$ cat src/rtl/ssr_pkg.sv
package ssr_pkg;

    // Register widths
    localparam int STB_W  = 8;
    localparam int ESR_W  = 8;
    localparam int QUES_W = 16;
    localparam int OPER_W = 16;
    localparam int RPL_W  = 16;

    // Status byte bit positions
    localparam int STB_QUES_BIT = 3;
    localparam int STB_MAV_BIT  = 4;
    localparam int STB_ESB_BIT  = 5;
    localparam int STB_RQS_BIT  = 6;
    localparam int STB_OPER_BIT = 7;

    // Standard event bit positions
    localparam int ESR_OPC_BIT  = 0;
    localparam int ESR_QYE_BIT  = 2;
    localparam int ESR_DDE_BIT  = 3;
    localparam int ESR_EXE_BIT  = 4;
    localparam int ESR_CME_BIT  = 5;
    localparam int ESR_PON_BIT  = 7;

    // Questionable and operational bit positions
    localparam int QUES_VOLT_BIT = 0;
    localparam int QUES_TEMP_BIT = 4;
    localparam int QUES_OHM_BIT  = 9;
    localparam int OPER_FILT_BIT = 8;

    // Implemented bits; all others always read zero
    localparam logic [ESR_W-1:0]  ESR_USED_MASK  = 8'hBD;
    localparam logic [QUES_W-1:0] QUES_USED_MASK = 16'h0213;
    localparam logic [OPER_W-1:0] OPER_USED_MASK = 16'h0100;

    // Values after reset
    localparam logic [STB_W-1:0]  STB_RST  = 8'h00;
    localparam logic [ESR_W-1:0]  ESR_RST  = 8'h00;
    localparam logic [QUES_W-1:0] QUES_RST = 16'h0000;
    localparam logic [OPER_W-1:0] OPER_RST = 16'h0000;
    localparam logic [RPL_W-1:0]  RPL_RST  = 16'h0000;

endpackage

$ cat src/rtl/ssr_evt_grp.sv
`timescale 1ns/1ps
// One condition / event / enable group with its summary bit
module ssr_evt_grp #(
    parameter int          W         = 16,
    parameter logic [W-1:0] USED_MASK = '1
) (
    input  wire logic         clk,
    input  wire logic         rst_b,
    input  wire logic [W-1:0] cond,
    input  wire logic [W-1:0] set_pulse,
    input  wire logic         evt_clr,
    input  wire logic         en_wr,
    input  wire logic [W-1:0] en_wdata,
    input  wire logic         en_clr,
    input  wire logic         en_init,
    input  wire logic [W-1:0] en_init_val,
    output logic      [W-1:0] cond_q,
    output logic      [W-1:0] evt_q,
    output logic      [W-1:0] en_q,
    output logic              summary
);

    logic [W-1:0] rise;
    logic [W-1:0] evt_set;
    logic [W-1:0] evt_d;
    logic [W-1:0] en_d;

    // Live condition only moves forward; a rising edge is the event
    assign rise    = cond & ~cond_q;
    assign evt_set = (rise | set_pulse) & USED_MASK;
    // Set beats clear so an event in the clearing cycle is kept
    assign evt_d   = evt_set | (evt_clr ? '0 : evt_q);
    // Power-on load first, then software write, then preset clear
    assign en_d    = en_init ? (en_init_val & USED_MASK) :
                     en_wr   ? (en_wdata & USED_MASK) :
                     en_clr  ? '0 : en_q;
    // Summary is pure logic so a cleared event drops it at once
    assign summary = |(evt_q & en_q);

    // Group storage
    always_ff @(posedge clk or negedge rst_b) begin
        if (!rst_b) begin
            cond_q <= '0;
            evt_q  <= '0;
            en_q   <= '0;
        end else begin
            cond_q <= cond & USED_MASK;
            evt_q  <= evt_d;
            en_q   <= en_d;
        end
    end

endmodule

$ cat src/rtl/ssr_mav.sv
`timescale 1ns/1ps
// Message-available tracking for the output buffer
module ssr_mav (
    input  wire logic clk,
    input  wire logic rst_b,
    input  wire logic obuf_push,
    input  wire logic rdg_trig,
    input  wire logic read_mode,
    input  wire logic fetch_done,
    input  wire logic obuf_read_last,
    input  wire logic query_pending,
    output logic      mav_q
);

    logic mav_set;
    logic mav_clr;
    logic mav_d;

    // Immediate readings flag on first trigger; stored ones only after fetch
    assign mav_set = obuf_push | (rdg_trig & read_mode) | fetch_done;
    // Drain alone is not enough while a query still owes an answer
    assign mav_clr = obuf_read_last & ~query_pending;
    assign mav_d   = mav_set | (mav_q & ~mav_clr);

    // Flag storage
    always_ff @(posedge clk or negedge rst_b) begin
        if (!rst_b) begin
            mav_q <= 1'b0;
        end else begin
            mav_q <= mav_d;
        end
    end

endmodule

$ cat src/rtl/ssr_status.sv
`timescale 1ns/1ps
module ssr_status (
    input  wire logic                       clk,
    input  wire logic                       rst_b,
    // Command strobes from the command executor
    input  wire logic                       cmd_cls,
    input  wire logic                       cmd_preset,
    input  wire logic                       cmd_opc_done,
    input  wire logic                       serial_poll,
    input  wire logic                       stb_query,
    input  wire logic                       sre_query,
    input  wire logic                       sre_wr,
    input  wire logic [ssr_pkg::STB_W-1:0]  sre_wdata,
    input  wire logic                       esr_query,
    input  wire logic                       ese_query,
    input  wire logic                       ese_wr,
    input  wire logic [ssr_pkg::ESR_W-1:0]  ese_wdata,
    input  wire logic                       ques_evt_query,
    input  wire logic                       ques_cond_query,
    input  wire logic                       ques_en_query,
    input  wire logic                       ques_en_wr,
    input  wire logic [ssr_pkg::QUES_W-1:0] ques_en_wdata,
    input  wire logic                       oper_evt_query,
    input  wire logic                       oper_cond_query,
    input  wire logic                       oper_en_query,
    input  wire logic                       oper_en_wr,
    input  wire logic [ssr_pkg::OPER_W-1:0] oper_en_wdata,
    // Power-on-clear setting and retained masks from non-volatile store
    input  wire logic                       psc_flag,
    input  wire logic [ssr_pkg::STB_W-1:0]  sre_saved,
    input  wire logic [ssr_pkg::ESR_W-1:0]  ese_saved,
    // Instrument events and live conditions
    input  wire logic                       err_query,
    input  wire logic                       err_device,
    input  wire logic                       err_exec,
    input  wire logic                       err_cmd,
    input  wire logic [ssr_pkg::QUES_W-1:0] ques_cond,
    input  wire logic [ssr_pkg::OPER_W-1:0] oper_cond,
    // Output buffer activity
    input  wire logic                       obuf_push,
    input  wire logic                       rdg_trig,
    input  wire logic                       read_mode,
    input  wire logic                       fetch_done,
    input  wire logic                       obuf_read_last,
    input  wire logic                       query_pending,
    // Results
    output logic [ssr_pkg::STB_W-1:0]       status_summary_byte_q,
    output logic                            srq_q,
    output logic [ssr_pkg::STB_W-1:0]       poll_byte_q,
    output logic                            poll_valid_q,
    output logic [ssr_pkg::RPL_W-1:0]       reply_q,
    output logic                            reply_valid_q
);

    logic                       init_q;
    logic                       en_init;
    logic [ssr_pkg::STB_W-1:0]  sre_q;
    logic [ssr_pkg::STB_W-1:0]  sre_d;
    logic [ssr_pkg::STB_W-1:0]  sre_init_val;
    logic [ssr_pkg::ESR_W-1:0]  ese_init_val;
    logic [ssr_pkg::ESR_W-1:0]  esr_set;
    logic [ssr_pkg::ESR_W-1:0]  esr_q;
    logic [ssr_pkg::ESR_W-1:0]  ese_q;
    logic [ssr_pkg::QUES_W-1:0] ques_evt_q;
    logic [ssr_pkg::QUES_W-1:0] ques_en_q;
    logic [ssr_pkg::QUES_W-1:0] ques_cond_q;
    logic [ssr_pkg::OPER_W-1:0] oper_evt_q;
    logic [ssr_pkg::OPER_W-1:0] oper_en_q;
    logic [ssr_pkg::OPER_W-1:0] oper_cond_q;
    logic                       esb_sum;
    logic                       ques_sum;
    logic                       oper_sum;
    logic                       mav_q;
    logic                       esr_clr;
    logic                       ques_clr;
    logic                       oper_clr;
    logic [ssr_pkg::STB_W-1:0]  sum_byte;
    logic                       svc_req;
    logic                       svc_req_q;
    logic                       rqs_q;
    logic                       rqs_d;
    logic [ssr_pkg::STB_W-1:0]  stb_d;
    logic                       any_query;
    logic [ssr_pkg::RPL_W-1:0]  reply_d;

    // First cycle after reset release counts as power-on
    assign en_init      = ~init_q;
    // Non-volatile masks survive power cycles unless clear-at-power-on is set
    assign sre_init_val = psc_flag ? ssr_pkg::STB_RST : sre_saved;
    assign ese_init_val = psc_flag ? ssr_pkg::ESR_RST : ese_saved;

    // Standard event sources; unused bits are masked inside the group
    always_comb begin
        esr_set                       = '0;
        esr_set[ssr_pkg::ESR_OPC_BIT] = cmd_opc_done;
        esr_set[ssr_pkg::ESR_QYE_BIT] = err_query;
        esr_set[ssr_pkg::ESR_DDE_BIT] = err_device;
        esr_set[ssr_pkg::ESR_EXE_BIT] = err_exec;
        esr_set[ssr_pkg::ESR_CME_BIT] = err_cmd;
        esr_set[ssr_pkg::ESR_PON_BIT] = en_init;
    end

    // Only queries, clear-status and reset clear events; preset and power-on do not
    assign esr_clr  = cmd_cls | esr_query;
    assign ques_clr = cmd_cls | ques_evt_query;
    assign oper_clr = cmd_cls | oper_evt_query;

    // Standard event group has no live conditions
    ssr_evt_grp #(
        .W         (ssr_pkg::ESR_W),
        .USED_MASK (ssr_pkg::ESR_USED_MASK)
    ) u_esr (
        .clk         (clk),
        .rst_b       (rst_b),
        .cond        ('0),
        .set_pulse   (esr_set),
        .evt_clr     (esr_clr),
        .en_wr       (ese_wr),
        .en_wdata    (ese_wdata),
        .en_clr      (1'b0),
        .en_init     (en_init),
        .en_init_val (ese_init_val),
        .cond_q      (),
        .evt_q       (esr_q),
        .en_q        (ese_q),
        .summary     (esb_sum)
    );

    // Questionable group: enable always clears at power-on; preset clears it unless ques_en_wr comes in the same cycle
    ssr_evt_grp #(
        .W         (ssr_pkg::QUES_W),
        .USED_MASK (ssr_pkg::QUES_USED_MASK)
    ) u_ques (
        .clk         (clk),
        .rst_b       (rst_b),
        .cond        (ques_cond),
        .set_pulse   ('0),
        .evt_clr     (ques_clr),
        .en_wr       (ques_en_wr),
        .en_wdata    (ques_en_wdata),
        .en_clr      (cmd_preset),
        .en_init     (en_init),
        .en_init_val (ssr_pkg::QUES_RST),
        .cond_q      (ques_cond_q),
        .evt_q       (ques_evt_q),
        .en_q        (ques_en_q),
        .summary     (ques_sum)
    );

    // Operational group: only the filter-settled bit is live
    ssr_evt_grp #(
        .W         (ssr_pkg::OPER_W),
        .USED_MASK (ssr_pkg::OPER_USED_MASK)
    ) u_oper (
        .clk         (clk),
        .rst_b       (rst_b),
        .cond        (oper_cond),
        .set_pulse   ('0),
        .evt_clr     (oper_clr),
        .en_wr       (oper_en_wr),
        .en_wdata    (oper_en_wdata),
        .en_clr      (1'b0),
        .en_init     (en_init),
        .en_init_val (ssr_pkg::OPER_RST),
        .cond_q      (oper_cond_q),
        .evt_q       (oper_evt_q),
        .en_q        (oper_en_q),
        .summary     (oper_sum)
    );

    // Output buffer message tracking
    ssr_mav u_mav (
        .clk            (clk),
        .rst_b          (rst_b),
        .obuf_push      (obuf_push),
        .rdg_trig       (rdg_trig),
        .read_mode      (read_mode),
        .fetch_done     (fetch_done),
        .obuf_read_last (obuf_read_last),
        .query_pending  (query_pending),
        .mav_q          (mav_q)
    );

    // Summary bits without request service; low three bits stay zero
    always_comb begin
        sum_byte                        = '0;
        sum_byte[ssr_pkg::STB_QUES_BIT] = ques_sum;
        sum_byte[ssr_pkg::STB_MAV_BIT]  = mav_q;
        sum_byte[ssr_pkg::STB_ESB_BIT]  = esb_sum;
        sum_byte[ssr_pkg::STB_OPER_BIT] = oper_sum;
    end

    // Service wanted when any enabled summary is up; own bit excluded
    assign svc_req = |(sum_byte & sre_q & ~(ssr_pkg::STB_W'(1) << ssr_pkg::STB_RQS_BIT));
    // New requests come from a rising service condition so a poll really clears it;
    // a cleared cause drops it too, and the poll never blocks a new rising edge
    assign rqs_d = (svc_req & ~svc_req_q) |
                   (rqs_q & svc_req & ~serial_poll);

    // Live status byte with request service inserted
    always_comb begin
        stb_d                       = sum_byte;
        stb_d[ssr_pkg::STB_RQS_BIT] = rqs_q;
    end

    // Service-request enable: zero write clears, power-on follows the setting
    assign sre_d = en_init ? sre_init_val :
                   sre_wr  ? sre_wdata : sre_q;

    // Query answers; executor issues one query per cycle, in command order
    assign any_query = stb_query | sre_query | esr_query | ese_query |
                       ques_evt_query | ques_cond_query | ques_en_query |
                       oper_evt_query | oper_cond_query | oper_en_query;
    assign reply_d = stb_query       ? byte_ext(stb_d) :
                     sre_query       ? byte_ext(sre_q) :
                     esr_query       ? byte_ext(esr_q) :
                     ese_query       ? byte_ext(ese_q) :
                     ques_evt_query  ? ques_evt_q :
                     ques_cond_query ? ques_cond_q :
                     ques_en_query   ? ques_en_q :
                     oper_evt_query  ? oper_evt_q :
                     oper_cond_query ? oper_cond_q :
                     oper_en_query   ? oper_en_q : reply_q;

    // Zero-extend a byte to the reply width
    function automatic logic [ssr_pkg::RPL_W-1:0] byte_ext(input logic [7:0] b);
        byte_ext = {8'h00, b};
    endfunction

    // Power-on marker and service-request mask
    always_ff @(posedge clk or negedge rst_b) begin
        if (!rst_b) begin
            init_q <= 1'b0;
            sre_q  <= ssr_pkg::STB_RST;
        end else begin
            init_q <= 1'b1;
            sre_q  <= sre_d;
        end
    end

    // Request service and the SRQ line move together every cycle
    always_ff @(posedge clk or negedge rst_b) begin
        if (!rst_b) begin
            svc_req_q <= 1'b0;
            rqs_q     <= 1'b0;
            srq_q     <= 1'b0;
        end else begin
            svc_req_q <= svc_req;
            rqs_q     <= rqs_d;
            srq_q     <= rqs_d;
        end
    end

    // Registered status byte; event-enable writes show one cycle later, service-request mask writes two cycles later
    always_ff @(posedge clk or negedge rst_b) begin
        if (!rst_b) begin
            status_summary_byte_q <= ssr_pkg::STB_RST;
        end else begin
            status_summary_byte_q <= stb_d;
        end
    end

    // Serial poll answer is taken straight from live bits, no queueing,
    // so measurement never waits for it
    always_ff @(posedge clk or negedge rst_b) begin
        if (!rst_b) begin
            poll_byte_q  <= ssr_pkg::STB_RST;
            poll_valid_q <= 1'b0;
        end else begin
            poll_valid_q <= serial_poll;
            if (serial_poll) begin
                poll_byte_q <= stb_d;
            end
        end
    end

    // Command query answer
    always_ff @(posedge clk or negedge rst_b) begin
        if (!rst_b) begin
            reply_q       <= ssr_pkg::RPL_RST;
            reply_valid_q <= 1'b0;
        end else begin
            reply_q       <= reply_d;
            reply_valid_q <= any_query;
        end
    end

endmodule

$ cat config.mk
export PLATFORM = sky130hd
export DESIGN_NAME = ssr_status
export DESIGN_NICKNAME = d
export VERILOG_FILES = /design/src/rtl/ssr_pkg.sv /design/src/rtl/ssr_evt_grp.sv /design/src/rtl/ssr_mav.sv /design/src/rtl/ssr_status.sv
export SDC_FILE = /design/constraint.sdc
export NUM_CORES = 1
export LEC_CHECK = 0
export BUFFER_PORTS_ARGS = -buffer_cell sky130_fd_sc_hd__buf_2
export CAP_MARGIN = 0
export CORE_MARGIN = 2
export CORE_UTILIZATION = 47
export DETAILED_ROUTE_END_ITERATION = 6
export PLACE_DENSITY_LB_ADDON = 0.15
export SKIP_CTS_REPAIR_TIMING = 1
export SYNTH_ARGS = -nofsm -noshare
export SYNTH_HDL_FRONTEND = slang
export SYNTH_SLANG_ARGS = --single-unit
$ cat constraint.sdc
create_clock -name clk -period 4 [get_ports clk]
set_input_delay 1.2 -clock clk [delete_from_list [all_inputs] [get_ports clk]]
set_output_delay 1.2 -clock clk [all_outputs]
set_load 0.01 [all_outputs]
Word-level counts from Yosys, hierarchy flattened
Index checks and enable logic that the tools add are counted.
{ "classes": {"n_bitwise": 38, "n_eq_ne": 4, "n_lt_le_gt_ge": 0, "addsub": 0, "div_mod_pow": 0, "n_shift": 0, "n_mux": 24, "n_reduce_logical": 5, "multipliers": 0} }
{ "op_table": {"columns": ["op", "count"], "rows": [
  ["$mux 16", 17],
  ["$mux 8", 7],
  ["$and 16x16->16", 2],
  ["$reduce_or 16->1", 2],
  ["$and 8x8->8", 2],
  ["$or 1x1->1", 16],
  ["$or 10x16->16", 1],
  ["$or 9x16->16", 1],
  ["$and 10x10->10", 1],
  ["$not 10->10", 1],
  ["$reduce_bool 10->1", 1],
  ["$and 9x9->9", 1],
  ["$not 9->9", 1],
  ["$or 8x8->8", 1],
  ["$reduce_or 8->1", 1],
  ["$reduce_or 7->1", 1],
  ["$and 1x1->1", 6],
  ["$ne 2x2->1 const B", 3],
  ["$not 1->1", 5],
  ["$ne 3x3->1 const B", 1]
]} }
{ "word_totals": {"in_bits": 127, "elab_cells": 89, "ramBits": 0, "memories": 0, "latchBits": 0, "output_inout_bits": 35, "ff_bits": 125, "mem_bits_ro": 0} }

Logic depth before layout (Yosys ltp)
{ "logic_depth": {"depth_word": 10, "ltp_mapped": 6, "depth_no_buf": 4} }

Hierarchy
A second synthesis with hierarchy kept.
{ "unflattened": {"hier_cells": 499, "area_unflattened_um2": 4767.1} }
{ "modules_own_cells": {"columns": ["module", "cells_each", "seq_area_each_um2", "area_each_um2", "n_inst"], "rows": [
  ["ssr_status", 292, 975.9, 2703.8, 1],
  ["ssr_evt_grp at u_esr", 68, 450.4, 778.2, 1],
  ["ssr_evt_grp at u_ques", 77, 300.3, 767.0, 1],
  ["ssr_evt_grp at u_oper", 57, 75.1, 465.4, 1],
  ["ssr_mav", 5, 25.0, 52.6, 1]
]} }

Worst setup path after synthesis
No wires, ideal clock.
{ "synth_path": {"path_kind": "input -> register", "start": "input stb_query", "end": "register reply_q[4] (netlist bit)", "setup_time_ps": 104, "required_time_ps": 3896, "path_buffers": 1, "setup_slack_ps": 1829, "arrival_time_ps": 2068, "stages": 5, "path_cell_list": "nor4_1 and3_1 buf_4 a22oi_1 o41ai_2"} }
{ "synth_via": {"elab_chain_cells": 1, "elab_cells_between_ends": 2, "classes_between": "1 x mux; 1 x reduce/logical"} }
{ "synth_lines": {"columns": ["element", "line", "text"], "rows": [
  ["start, declared", "ssr_status.sv:10", "input wire logic stb_query,"],
  ["$reduce_bool 10->1 (no source line) or $mux 16 (tied branches)", null, null],
  ["end signal, assigned", "ssr_status.sv:280", "reply_q <= ssr_pkg::RPL_RST;"],
  ["end signal, assigned", "ssr_status.sv:283", "reply_q <= reply_d;"],
  ["end, declared", "ssr_status.sv:51", "output logic [ssr_pkg::RPL_W-1:0] reply_q,"]
]} }
Several ways; a longest one is shown, not always the timed one.
A chain may end at the register's enable or synchronous reset.

Worst setup path in the final report
Ends and elaborated chain as after synthesis.

==> impl_metrics.toml <==
[timing]
maxSlewHeadroom_pct = 39.4
fin_tns_setup_ns = 0
tightestPinTransition_ns = 0.905
fin_crit_ns = 2.39
skew_ns = 0.0102
max_freq_mhz = 419
fin_ws_ns = 1.61
setup_violations = 0
finalMaxSlewViolations = 0
finalCritPeriodShare_pct = 59.7
finalHoldViolCount = 0
rsz0062_at_grt = "no"

[logic_synthesis]
synth_compound_area_share_pct = 18.9
synth_cell_types = 38
syn_inst = 238
seq_area_frac_synth_pct = 55.6
synth_xor_area_share_pct = 0
synthSimpleGateAreaFrac_pct = 10.7
synth_top_family_by_area = "compound AO/OA/AOI/OAI gates"
yosysWarnings = 0
netlist_area_um2 = 2740
synth_fa_ha_area_share_pct = 0
ys_seq_elements = 61
avgSynthCellArea_um2 = 11.5
yosys-mux-area-fraction_pct = 8.07

[place]
dp_hpwl_um = 4540
placed_cell_area_um2 = 3200
portBuffers = 91
pre_cts_slack_ns = 1.27
gp_congestion = 0.763

[critical_path]
r2r_setup_slack_ns = 2.20
worstPathArrival_ns = 2.62
rr_worst_depth = 2
r2r-start = "init_q"
slowest_stage = "and3_1"
end_kind = "register"
crit_type = "in -> reg"
cp-start-kind = "input port"
critPathMaxStageDelay_ns = 0.52
cp_max_fo = 14
worstSetupStartpoint = "stb_query"
worstPathCellList = "buf_2 -> nor4_1 -> and3_1 -> a22oi_1 -> o41ai_2"
cp_top_family = "simple AND/OR/NAND/NOR gates"
path_buf_inv = 1
required_ns = 4.23
r2r-end = "sre_q[5]"

[cts]
clockBufferDepth = 2
h-tree-depth = 3
root_buffer = "clkbuf_8"
insertion_delay_ns = 0.34
clk_pin_slew_ns = 0.07
cts_tree = "yes"
cts_buffers = 9
clock-sinks = 61

[floorplanning]
die-width_um = 80.4
rows = 27
coreArea_um2 = 5570
start_util_pct = 49.2
die_area_um2 = 6460
die_h_um = 80.4
io_pins = 162

[min_path]
hold_end = "rqs_q"
min-delay-start = "svc_req_q"
hp-class = "reg -> reg"
min_path_cells = 1

[final_layout]
final_cell_mix = "buf_2 (91), dfrtp_1 (61), nand2_1 (18)"
final_common_cell = "buf_2"
area_growth_pct = 24.2
layout-drive-gt1-share_pct = 39.0
diodes = 0
fin_nets = 455
fill_cells = 486
fin_area_um2 = 3410
fin_util_pct = 61.1

[route]
via_per_inst = 5.25
drtIter0Drc = 109
drc = 0
dr.pass1.iters = 4
drt-total-wl_um = 6110
antenna_left = 0
avgRoutedWirePerCell_um = 15.1
num_vias = 2126

[global_route]
grt_max_degree = 39
overflow = 0
first_global_vias = 1990
antenna_found_initial = 0
grt_first_pass_wirelength_um = 9720
grt_usage_pct = 20.4

[power]
ir_drop_mv = 0.226
p_leak_nw = 1.69
powerDensity_nw_per_um2 = 429

[run]
cap_violations = 0

[status]
status = "completed"
==> report_power, final <==
part | leakage, nW | internal [mW] | switching [mW]
Sequential | 0.746 | 0.667 | 0.0370
Clock | 0.112 | 0.335 | 0.227
Combinational | 0.831 | 0.0961 | 0.0974
==> flip-flops by register name (all words and copies together), names as in the netlist <==
register	cells
u_ques.cond_q	4
u_esr.evt_q	6
u_esr.en_q	6
sre_q	8
u_mav.mav_q	1
u_ques.en_q	4
u_oper.en_q	1
poll_valid_q	1
status_summary_byte_q	5
reply_valid_q	1
poll_byte_q	5
reply_q	10
init_q	1
svc_req_q	1
rqs_q	1
u_oper.evt_q	1
u_oper.cond_q	1
u_ques.evt_q	4
==> synth_stat cells, drive strengths merged <==
| cell type | count | area, µm² |
|---|---|---|
| a221o | 6 | 61.3 |
| nor2b | 14 | 97.6 |
| nor2 | 7 | 26.3 |
| conb | 2 | 7.51 |
| o41ai | 1 | 16.3 |
| a32oi | 1 | 8.76 |
| clkbuf | 8 | 30.0 |
| a221oi | 8 | 76.3 |
| mux2i | 3 | 30.0 |
| a21boi | 1 | 7.51 |
| nand2 | 18 | 67.6 |
| a22o | 15 | 131 |
| o21ai | 11 | 55.1 |
| nor3b | 4 | 30.0 |
| a21oi | 5 | 25.0 |
| o41a | 1 | 11.3 |
| o21a | 1 | 7.51 |
| a211oi | 1 | 7.51 |
| nand3 | 1 | 5.00 |
| o31ai | 2 | 15.0 |
| a31oi | 1 | 6.26 |
| and3 | 1 | 6.26 |
| nand2b | 3 | 18.8 |
| a22oi | 7 | 52.6 |
| dfrtp | 61 | 1530 |
| and2 | 1 | 6.26 |
| mux2 | 17 | 191 |
| nor3 | 6 | 30.0 |
| nor4 | 1 | 6.26 |
| a21o | 5 | 37.5 |
| buf | 16 | 111 |
| inv | 9 | 33.8 |
==> metal layers <==
metal | wire length, µm | global-route usage (%) | part of all wire (%)
met3 | 509 | 6.40 | 8.3
met2 | 2630 | 27.7 | 43
met4 | 108 | 10.0 | 1.8
met1 | 2860 | 29.4 | 47
met5 | 0 | 0 | 0
==> area by class of cell <==
cell class / instances / area, µm² / share of cell area (%)
repair buffers: 92 / 463 / 13.6
well taps: 72 / 90.1 / 2.64
inverters: 9 / 33.8 / 0.992
clock buffers: 12 / 165 / 4.85
multi-input cells: 155 / 1080 / 31.8
flip-flops and latches: 61 / 1530 / 44.8
clock inverters: 4 / 45.0 / 1.32
==> worst max path at each step <==
stage / depth (start not counted) / slack [ns] / endpoint
floorplan: 5 / 1.83 / reply_q[4]
global placement: 5 / 1.24 / reply_q[4]
detailed placement: 5 / 1.27 / reply_q[4]
CTS: 5 / 1.61 / reply_q[4]
global route: 5 / 1.53 / reply_q[4]
finish: 5 / 1.61 / reply_q[4]
==> through the flow <==
step	std cells	power, mW	hold slack (ns)
finish	405	1.46	0.432
global route	405	1.54	0.458
CTS	405	1.48	0.434
detailed placement	389	0.910	0.424
global placement	389	0.905	0.410
floorplan	249	0.821	0.404
==> cell families after synthesis <==
| family | count (synthesis) |
|---|---|
| DFF | 61 |
| AOI/OAI and AO/OA | 66 |
| buffers and inverters | 33 |
| muxes | 20 |
| and+or+nand+nor | 56 |
| other | 2 |
No activity file was read; power rests on OpenSTA's default activity.
